--- config.mk ---
export PLATFORM = sky130hd
export DESIGN_NAME = plio_core
export DESIGN_NICKNAME = d
export VERILOG_FILES = /design/src/rtl/plio_pkg.sv /design/src/rtl/plio_decode.sv /design/src/rtl/plio_core.sv
export VERILOG_INCLUDE_DIRS = /design/src /design/src/rtl
export SDC_FILE = /design/constraint.sdc
export NUM_CORES = 1
export LEC_CHECK = 0
export BUFFER_PORTS_ARGS = -buffer_cell sky130_fd_sc_hd__buf_2
export CAP_MARGIN = 10
export CORE_UTILIZATION = 30
export CTS_CLUSTER_SIZE = 8
export DETAILED_ROUTE_END_ITERATION = 10
export PLACE_DENSITY = 0.51
export REMOVE_ABC_BUFFERS = 1
export SYNTH_ARGS = -nofsm -noshare
export SYNTH_HDL_FRONTEND = slang
export SYNTH_SLANG_ARGS = --single-unit
--- constraint.sdc ---
create_clock -name ref_clk -period 2.7 [get_ports ref_clk]
set_input_delay 0 -clock ref_clk [delete_from_list [all_inputs] [get_ports ref_clk]]
set_output_delay 0 -clock ref_clk [all_outputs]
set_load 0.01 [all_outputs]
--- src/rtl/plio_defs.svh ---
// Constants for the port load, pointer increment and immediate load decoder.
// Assumes a 10-bit instruction word and a 4-bit accumulator and pointer.
`ifndef PLIO_DEFS_SVH
`define PLIO_DEFS_SVH
`define PLIO_OP_PORT_TWO 10'h262
`define PLIO_OP_PORT_THREE 10'h263
`define PLIO_OP_INC_Y 10'h013
`define PLIO_LA_MASK 10'h3F0
`define PLIO_LA_MATCH 10'h070
`define PLIO_ACC_RST 4'h0
`define PLIO_Y_RST 4'h0
`endif

--- src/rtl/plio_pkg.sv ---
// Types for the port load, pointer increment and immediate load decoder.
// Assumes the constants header is included by the files that need numbers.
package plio_pkg;
  typedef enum logic [2:0] {
    PLIO_OP_NONE = 3'b000,
    PLIO_OP_P2 = 3'b001,
    PLIO_OP_P3 = 3'b010,
    PLIO_OP_INCY = 3'b011,
    PLIO_OP_LA = 3'b100
  } plio_op_t;
  typedef struct packed {
    logic valid;
    logic [9:0] word;
  } plio_instr_t;
  typedef struct packed {
    logic [3:0] acc;
    logic [3:0] yPtr;
    logic skipNext;
  } plio_state_t;
endpackage

--- src/rtl/plio_decode.sv ---
// Instruction word decoder for the four handled opcodes.
// Assumes a registered instruction word from the fetch path.
`include "plio_defs.svh"
module plio_decode
  import plio_pkg::*;
(
  input wire logic [9:0] word,
  output plio_op_t op
);
  wire isP2 = (word == `PLIO_OP_PORT_TWO);
  wire isP3 = (word == `PLIO_OP_PORT_THREE);
  wire isIncY = (word == `PLIO_OP_INC_Y);
  wire isLa = ((word & `PLIO_LA_MASK) == `PLIO_LA_MATCH);
  assign op = isP2 ? PLIO_OP_P2 : isP3 ? PLIO_OP_P3 : isIncY ? PLIO_OP_INCY :
              isLa ? PLIO_OP_LA : PLIO_OP_NONE;
endmodule

--- src/rtl/plio_core.sv ---
// Execute stage for port loads, pointer increment and immediate loads.
// Assumes one instruction per ref_clk when instr.valid is high, and pins
// that are asynchronous to ref_clk.
//
// What this block does
// - Opcode 262h copies the two second input port pins into accumulator bits 1 and 0.
// - During the second-port read, accumulator bits 3 and 2 are forced to zero.
// - Opcode 263h loads the third input port pins into bits 1 and 0 and clears bits 3 and 2.
// - Opcode 013h increments the Y pointer and requests a skip when the result is zero.
// - The immediate load writes its 4-bit immediate into the accumulator.
// - In a run of immediate loads only the first executes and the rest are skipped.
`include "plio_defs.svh"
module plio_core
  import plio_pkg::*;
(
  input wire logic ref_clk,
  input wire logic rst_n,
  input plio_instr_t instr,
  input wire logic [1:0] second_input_port,
  input wire logic [1:0] third_input_port,
  input wire logic carryIn,
  output logic [3:0] accOut,
  output logic [3:0] yOut,
  output logic skipNextOut,
  output logic carryOut
);

  // Port reads keep the two pins and zero the upper accumulator half.
  function automatic logic [3:0] portToAcc(input logic [1:0] pins);
    return {2'b00, pins};
  endfunction

  // The pointer wraps from fifteen back to zero.
  function automatic logic [3:0] wrapInc(input logic [3:0] value);
    return 4'(value + 4'h1);
  endfunction

  // The skip fires on a zero result.
  function automatic logic isZero(input logic [3:0] value);
    return value == 4'h0;
  endfunction

  // Immediate loads start or extend a run.
  function automatic logic isLoadCode(input plio_op_t code);
    return code == PLIO_OP_LA;
  endfunction

  // Opcodes that change the accumulator.
  function automatic logic writesAcc(input plio_op_t code);
    case (code)
      PLIO_OP_P2: return 1'b1;
      PLIO_OP_P3: return 1'b1;
      PLIO_OP_LA: return 1'b1;
      default: return 1'b0;
    endcase
  endfunction

  // Opcodes that change the pointer and may ask for a skip.
  function automatic logic writesY(input plio_op_t code);
    case (code)
      PLIO_OP_INCY: return 1'b1;
      default: return 1'b0;
    endcase
  endfunction

  // Picks the new accumulator value for an opcode that writes it.
  function automatic logic [3:0] selectAcc(
    input plio_op_t code,
    input logic [3:0] fromPortTwo,
    input logic [3:0] fromPortThree,
    input logic [3:0] fromWord,
    input logic [3:0] current
  );
    case (code)
      PLIO_OP_P2: return fromPortTwo;
      PLIO_OP_P3: return fromPortThree;
      PLIO_OP_LA: return fromWord;
      default: return current;
    endcase
  endfunction

  logic [1:0] p2Meta_ff;
  logic [1:0] p2Sync_ff;
  logic [1:0] p3Meta_ff;
  logic [1:0] p3Sync_ff;
  logic [3:0] acc_ff;
  logic [3:0] y_ff;
  logic skip_ff;
  plio_state_t nxt_state;
  logic lastLa_ff;
  logic nxt_lastLa;
  logic carry_ff;
  logic nxt_carry;
  plio_op_t op;

  plio_decode uDecode (
    .word(instr.word),
    .op(op)
  );

  // Fields of the incoming word and the current state.
  wire instrValid = instr.valid;
  wire [3:0] immediate = instr.word[3:0];
  wire [3:0] accNow = acc_ff;
  wire [3:0] yNow = y_ff;
  wire isLoad = isLoadCode(op);

  // An immediate load straight after another one is skipped.
  wire laSkip = isLoad && lastLa_ff;
  wire exec = instrValid && !laSkip;
  wire accWrite = exec && writesAcc(op);
  wire yWrite = exec && writesY(op);

  // Candidate results of each opcode.
  wire [3:0] p2Value = portToAcc(p2Sync_ff);
  wire [3:0] p3Value = portToAcc(p3Sync_ff);
  wire [3:0] accValue = selectAcc(op, p2Value, p3Value, immediate, accNow);
  wire [3:0] yInc = wrapInc(yNow);
  wire yWraps = isZero(yInc);

  // Accumulator and pointer change only when a decoded word executes.
  // The skip request lasts one cycle, right after the wrapping increment.
  always_comb begin
    nxt_state.acc = accNow;
    nxt_state.yPtr = yNow;
    nxt_state.skipNext = 1'b0;
    if (accWrite) begin
      nxt_state.acc = accValue;
    end
    if (yWrite) begin
      nxt_state.yPtr = yInc;
      nxt_state.skipNext = yWraps;
    end
  end

  // A run stays open while consecutive valid words are immediate loads.
  assign nxt_lastLa = instrValid ? isLoad : lastLa_ff;

  // Carry only passes through and is never changed here.
  assign nxt_carry = carryIn;

  // Each pin pair passes two flops before any logic reads it.
  always_ff @(posedge ref_clk or negedge rst_n) begin
    if (!rst_n) begin
      p2Meta_ff <= 2'b00;
    end else begin
      p2Meta_ff <= second_input_port;
    end
  end

  always_ff @(posedge ref_clk or negedge rst_n) begin
    if (!rst_n) begin
      p2Sync_ff <= 2'b00;
    end else begin
      p2Sync_ff <= p2Meta_ff;
    end
  end

  // Same for the third port.
  always_ff @(posedge ref_clk or negedge rst_n) begin
    if (!rst_n) begin
      p3Meta_ff <= 2'b00;
    end else begin
      p3Meta_ff <= third_input_port;
    end
  end

  always_ff @(posedge ref_clk or negedge rst_n) begin
    if (!rst_n) begin
      p3Sync_ff <= 2'b00;
    end else begin
      p3Sync_ff <= p3Meta_ff;
    end
  end

  // Accumulator, pointer and skip request, each cleared by reset.
  always_ff @(posedge ref_clk or negedge rst_n) begin
    if (!rst_n) begin
      acc_ff <= `PLIO_ACC_RST;
    end else begin
      acc_ff <= nxt_state.acc;
    end
  end

  always_ff @(posedge ref_clk or negedge rst_n) begin
    if (!rst_n) begin
      y_ff <= `PLIO_Y_RST;
    end else begin
      y_ff <= nxt_state.yPtr;
    end
  end

  always_ff @(posedge ref_clk or negedge rst_n) begin
    if (!rst_n) begin
      skip_ff <= 1'b0;
    end else begin
      skip_ff <= nxt_state.skipNext;
    end
  end

  // Remembers whether the last valid word was an immediate load.
  always_ff @(posedge ref_clk or negedge rst_n) begin
    if (!rst_n) begin
      lastLa_ff <= 1'b0;
    end else begin
      lastLa_ff <= nxt_lastLa;
    end
  end

  // Registered carry copy.
  always_ff @(posedge ref_clk or negedge rst_n) begin
    if (!rst_n) begin
      carry_ff <= 1'b0;
    end else begin
      carry_ff <= nxt_carry;
    end
  end

  // Every output comes straight from a flop.
  assign accOut = acc_ff;
  assign yOut = y_ff;
  assign skipNextOut = skip_ff;
  assign carryOut = carry_ff;
endmodule

==> results by group, run 1 <==
Status
  – Status: finished clean

CTS
  – CTS root buffer: clkbuf_4
  – Total CTS buffers: 3
  – CTS Sinks: 19
  – CTS tree: done
  – Bufs on Longest Clock Path: 2
  – Post-CTS setup buffers: 0
  – Clk pin slew, worst setup/hold paths: 100 ps
  – H-tree depth: 1
  – Clk Latency, worst-skew pair: 300 ps

Synthesis
  – Synth Register Bits: 19
  – Post-Syn Instances: 66
  – Mapped Area: 830 um2
  – Yosys Warn Count: 0
  – Unique masters post-synth: 29
  – Sequential element share of the synthesized area: 57.3%
  – Mean Syn Cell Area: 12.6 um2

Timing
  – Final Skew: 9.70 ps
  – Smallest hold slack: 64.4 ps
  – Slew HR: 71.7%
  – RSZ-0062 raised after global routing: false
  – Min Clock Period, post-route: 1330 ps
  – Final hold violation count: 0
  – Post-route setup TNS: 0 ps
  – # setup viols final: 0
  – Worst-margin pin slew: 424 ps
  – Final period utilization: 49.3%
  – Fin. max-slew vios: 0
  – Fmax: 752 MHz

Layout
  – Antenna cells: 0
  – Fin util: 44.1%
  – Post-Layout Cell Count: 136
  – Area grow syn2layout: 35.3%
  – Filler cell count: 267
  – Most frequent cells in the layout: 27 x buf_2, 19 x dfrtp_1, 9 x dlygate4sd3_1
  – Fin nets: 127
  – Most common cell after layout, fill and taps aside: buf_2
  – Layout cells sized above 1: 38.7%

Global routing
  – Tot GR Track Use: 12.6%
  – Antenna violations before repair: 0
  – Largest net degree at the start of global routing: 20
  – First-pass GRT wire length: 2540 um
  – Total gr overflow: 0
  – Vias in the first global route: 606

Floorplanning
  – Die Height: 54.6 um
  – Die area: 2980 um2
  – Starting Density: 32.6%
  – I/O Pins: 28
  – Die span in x: 54.6 um
  – Row count: 18
  – Core area: 2540 um2

Setup path
  – Crit Path Max Fanout: 4
  – Arr. time, crit path: 1510 ps
  – WP data required: 2880 ps
  – Worst setup path category: input port to flop
  – Crit start category: input port
  – Element type at the critical path end: flop

Detailed routing
  – WL final: 1550 um
  – DR pass1 iterations: 4
  – Vias/cell: 4.76
  – Initial drt markers: 9
  – WL/cell: 11.4 um
  – Remaining antenna violation count: 0
  – Routed vias: 647
  – DRC: 0

Placed design
  – RePlAce Congestion: 0.854
  – Number of cells after detailed placement: 123
  – Dpl hpwl: 1190 um
  – Port Buffers: 27

Power
  – Pleak: 0.546 nW
  – VDD IR max: 0.000347 V
  – Power per cell area: 479 nW/um2

Run
  – MaxCap Viol Count: 0

Min path
  – Worst min-delay path class: input port to flop
-- Yosys cell counts --
cell type | instances | share of area [%]
dfrtp_1 | 19 | 57
nand2_1 | 6 | 2.7
nand3_1 | 3 | 1.8
nor3_1 | 3 | 1.8
xnor2_1 | 3 | 3.2
a31oi_1 | 2 | 1.5
and2_1 | 2 | 1.5
and4_1 | 2 | 2.1
ha_1 | 2 | 3.0
inv_1 | 2 | 0.91
nor2b_1 | 2 | 1.5
nor3b_1 | 2 | 1.8
o21ai_1 | 2 | 1.2
a211oi_2 | 1 | 1.5
a21oi_1 | 1 | 0.60
a32oi_1 | 1 | 1.1
and2_2 | 1 | 0.91
and3_2 | 1 | 0.91
and4_4 | 1 | 1.4
and4bb_2 | 1 | 1.5
mux2_2 | 1 | 1.4
nand4_1 | 1 | 0.75
nand4_2 | 1 | 1.5
nor2_1 | 1 | 0.45
nor4b_2 | 1 | 1.8
nor4b_4 | 1 | 2.9
o211ai_1 | 1 | 0.91
or2_4 | 1 | 1.1
xor2_1 | 1 | 1.1
-- worst max-delay path: stages --
cell	delay, ps
dlygate4sd3_1	540
buf_2	140
and4bb_2	340
and4_4	250
nand4_2	110
xnor2_1	140
-- flip-flops by register name, indices dropped and copies added (netlist names) --
name	count
accOut	4
carryOut	1
p2Meta_ff	2
p3Meta_ff	2
skipNextOut	1
p2Sync_ff	2
lastLa_ff	1
yOut	4
p3Sync_ff	2
-- where the power goes --
group / internal [mW] / switching (mW)
clock: 0.0564 / 0.0881
combinational: 0.0411 / 0.0379
sequential: 0.305 / 0.00910
total: 0.402 / 0.135
-- final timing paths --
check,start,end,slack (ps),depth (start not counted)
max,instr[3],yOut[3],1370,6
min,instr[1],accOut[1],60,3
max reg2reg,yOut[0],skipNextOut,1440,4
min reg2reg,p2Meta_ff[0],p2Sync_ff[0],360,0
max in group asynchronous,rst_n,skipNextOut,2240,2
min in group asynchronous,rst_n,p2Sync_ff[0],150,2
-- final cells by class --
class,instances,area (um2),share of cell area [%]
clock inverters,1,7.51,0.669
inverters,2,7.51,0.669
repair buffers,36,225,20.1
well taps,30,37.5,3.34
multi-input cells,45,347,30.9
clock buffers,3,22.5,2.01
flip-flops and latches,19,475,42.4
-- cells by family after synthesis --
logic type               synth area share [%]
AND/OR/NAND/NOR                          26.4
flip-flops                               57.3
AO/OA/AOI/OAI                            6.79
XOR/XNOR                                 4.22
buffers and inverters                   0.905
adder cells (fa/ha/maj)                  3.02
multiplexers                             1.36
-- through the flow --
stage	worst slack, ps	area [um2]	total power [mW]
final	1370	1120	0.537
after global routing	1320	1120	0.573
after CTS	1380	1120	0.549
after detailed placement	1470	1000	0.391
after global placement	1500	1000	0.391
after floorplan	1560	830	0.349
-- metal layers --
metal	part of all wire [%]	vias up	GRT usage, %
li1	-	319	-
met1	46	304	14.1
met2	48	24	20.3
met3	6.8	0	6.39
met4	0	0	4.70
met5	0	-	0
-- what timing repair did --
item                      4_1_cts  5_1_grt
hold buffers                    9        0
hold endpoints to repair       27        0
gates resized for setup         0        0
Power figures use the tool's default switching activity.
==> run 2: changes to the inputs <==
Clock period 2.7 ns to 1.29 ns, I/O delays scaled along.
==> results by group, run 2 (same netlist as run 1, synthesis figures left out) <==
CTS
  – CTS tree: done
  – Clk pin slew, worst setup/hold paths: 110 ps (about the same)
  – CTS root buffer: clkbuf_4
  – Clk Latency, worst-skew pair: 290 ps (about the same)
  – Bufs on Longest Clock Path: 2 (unchanged)
  – Total CTS buffers: 3 (unchanged)
  – Post-CTS setup buffers: 0 (unchanged)
  – H-tree depth: 1 (unchanged)
  – CTS Sinks: 19 (unchanged)

Power
  – VDD IR max: 0.000707 V (+100%)
  – Pleak: 0.547 nW (+0.30%)
  – Power per cell area: 992 nW/um2 (+110%)

Floorplanning
  – Starting Density: 32.6% (unchanged)
  – Die Height: 54.6 um (unchanged)
  – Row count: 18 (unchanged)
  – Die area: 2980 um2 (unchanged)
  – Core area: 2540 um2 (unchanged)
  – I/O Pins: 28 (unchanged)
  – Die span in x: 54.6 um (unchanged)

Timing
  – Final Skew: 4.09 ps (-5.60 ps)
  – Post-route setup TNS: 0 ps (unchanged)
  – Final period utilization: 92.9%
  – Slew HR: 72.5% (+0.75 points)
  – Fmax: 834 MHz
  – Worst-margin pin slew: 413 ps (-11.2 ps)
  – Min Clock Period, post-route: 1200 ps
  – RSZ-0062 raised after global routing: false
  – # setup viols final: 0 (unchanged)
  – Final hold violation count: 0 (unchanged)
  – Fin. max-slew vios: 0 (unchanged)
  – Setup ws final: 91.2 ps (-1280 ps)
  – Smallest hold slack: 68.5 ps (+4.10 ps)

Status
  – Status: finished clean

Min path
  – Hold Crit Start: instr[1]
  – Worst min-delay path class: input port to flop

Layout
  – Layout cells sized above 1: 41.0% (+2.3 points)
  – Antenna cells: 0 (unchanged)
  – Area grow syn2layout: 35.9%
  – Fin util: 44.3% (+0.20 points)
  – Most frequent cells in the layout: 26 x buf_2, 17 x dfrtp_1, 8 x dlygate4sd3_1
  – Most common cell after layout, fill and taps aside: buf_2
  – Fin nets: 126 (-0.79%)
  – Filler cell count: 264 (-1.1%)

Global routing
  – Grt met3 use: 6.11% (-0.28 points)
  – Antenna violations before repair: 0 (unchanged)
  – GR peak layer: met2
  – First-pass GRT wire length: 2510 um (-1.1%)
  – Tot GR Track Use: 12.5% (-0.058 points)
  – M2 GR Usage: 21.7% (+1.4 points)
  – Total gr overflow: 0 (unchanged)
  – GR Util met1: 13.2% (-0.86 points)
  – Largest net degree at the start of global routing: 20 (unchanged)
  – Vias in the first global route: 611 (+0.83%)

Setup path
  – Arr. time, crit path: 1410 ps (-100 ps)
  – Element type at the critical path end: flop
  – WP data required: 1500 ps (-1380 ps)
  – Worst setup path category: flop to flop
  – Crit. Startpoint: lastLa_ff
  – Worst-path cell chain: nor2b_1 > and3_2 > or2_4 > a211oi_2
  – Crit start category: flop
  – Crit Path Max Fanout: 4 (unchanged)
  – Max incr delay on CP: 360 ps (-180 ps)
  – Reg2reg start: lastLa_ff
  – Critical path's slowest cell: dfrtp_1

Detailed routing
  – WL/cell: 11.3 um (-1.5%)
  – Vias/cell: 4.73 (-0.66%)
  – Remaining antenna violation count: 0 (unchanged)
  – DRC: 0 (unchanged)
  – WL final: 1520 um (-2.2%)
  – Routed vias: 638 (-1.4%)
  – Initial drt markers: 10 (+1)
  – DR pass1 iterations: 4 (unchanged)

Run
  – MaxCap Viol Count: 0 (unchanged)

Placed design
  – Port Buffers: 27 (unchanged)
  – RePlAce Congestion: 0.854 (about the same)
  – Placement Setup Slack: 64.7 ps (-1410 ps)
  – Dpl hpwl: 1190 um (unchanged)
[run 2: cell types whose count changed in the layout (fill, tap and decap cells not counted), sizes merged]
cell | before | now
dlymetal6s4s | 0 | 1
dlygate4sd3 | 9 | 8
buf | 27 | 26
[run 2: worst paths after layout]
kind	end	slack, ps	cells after the start
min in group asynchronous	p3Meta_ff[1]	150	2
worst max-delay path	accOut[0]	90	4
worst max register to register	accOut[0]	90	4
worst min-delay path	accOut[1]	70	3
worst min register to register	p2Sync_ff[0]	360	0
max in group asynchronous	yOut[0]	830	2
[run 2: report_power, final]
part	internal [mW]	switching, mW
Clock	0.118	0.179
Sequential	0.638	0.0193
Combinational	0.0857	0.0785
[run 2: through the flow]
| stage | cells | total power [mW] | cell area (um2) |
|---|---|---|---|
| 5_1_grt | 135 | 1.20 | 1130 |
| 3_3_place_gp | 123 | 0.818 | 1000 |
| 2_1_floorplan | 66 | 0.731 | 830 |
| 6_report | 135 | 1.12 | 1130 |
| 4_1_cts | 136 | 1.15 | 1120 |
| 3_5_place_dp | 123 | 0.818 | 1000 |
[run 2: area by class of cell]
type | instances | area, um2 | area share [%]
Sequential cell | 19 | 478 | 42.4
Multi-Input combinational cell | 45 | 352 | 31.2
Timing Repair Buffer | 35 | 223 | 19.8
Tap cell | 30 | 37.5 | 3.33
Clock buffer | 3 | 22.5 | 2.00
Clock inverter | 1 | 7.51 | 0.666
Inverter | 2 | 7.51 | 0.666
[run 2: critical path, delay by kind of cell (launching register included)]
kind	cells	cell delay [ps]
AND/OR/NAND/NOR	3	550
AO/OA/AOI/OAI	1	220
flip-flops	1	360
[run 2: what timing repair did]
action / in CTS / in global routing
gates resized for setup: 0 / 4
endpoints found under the setup margin: 0 / 2
endpoints found under the hold margin: 27 / 0
hold buffers: 9 / 0
[run 2: routing by layer]
layer	up-vias	part of all wire [%]
met5	-	0
met4	0	0
met3	0	6.2
met2	20	51
met1	299	43
li1	319	-
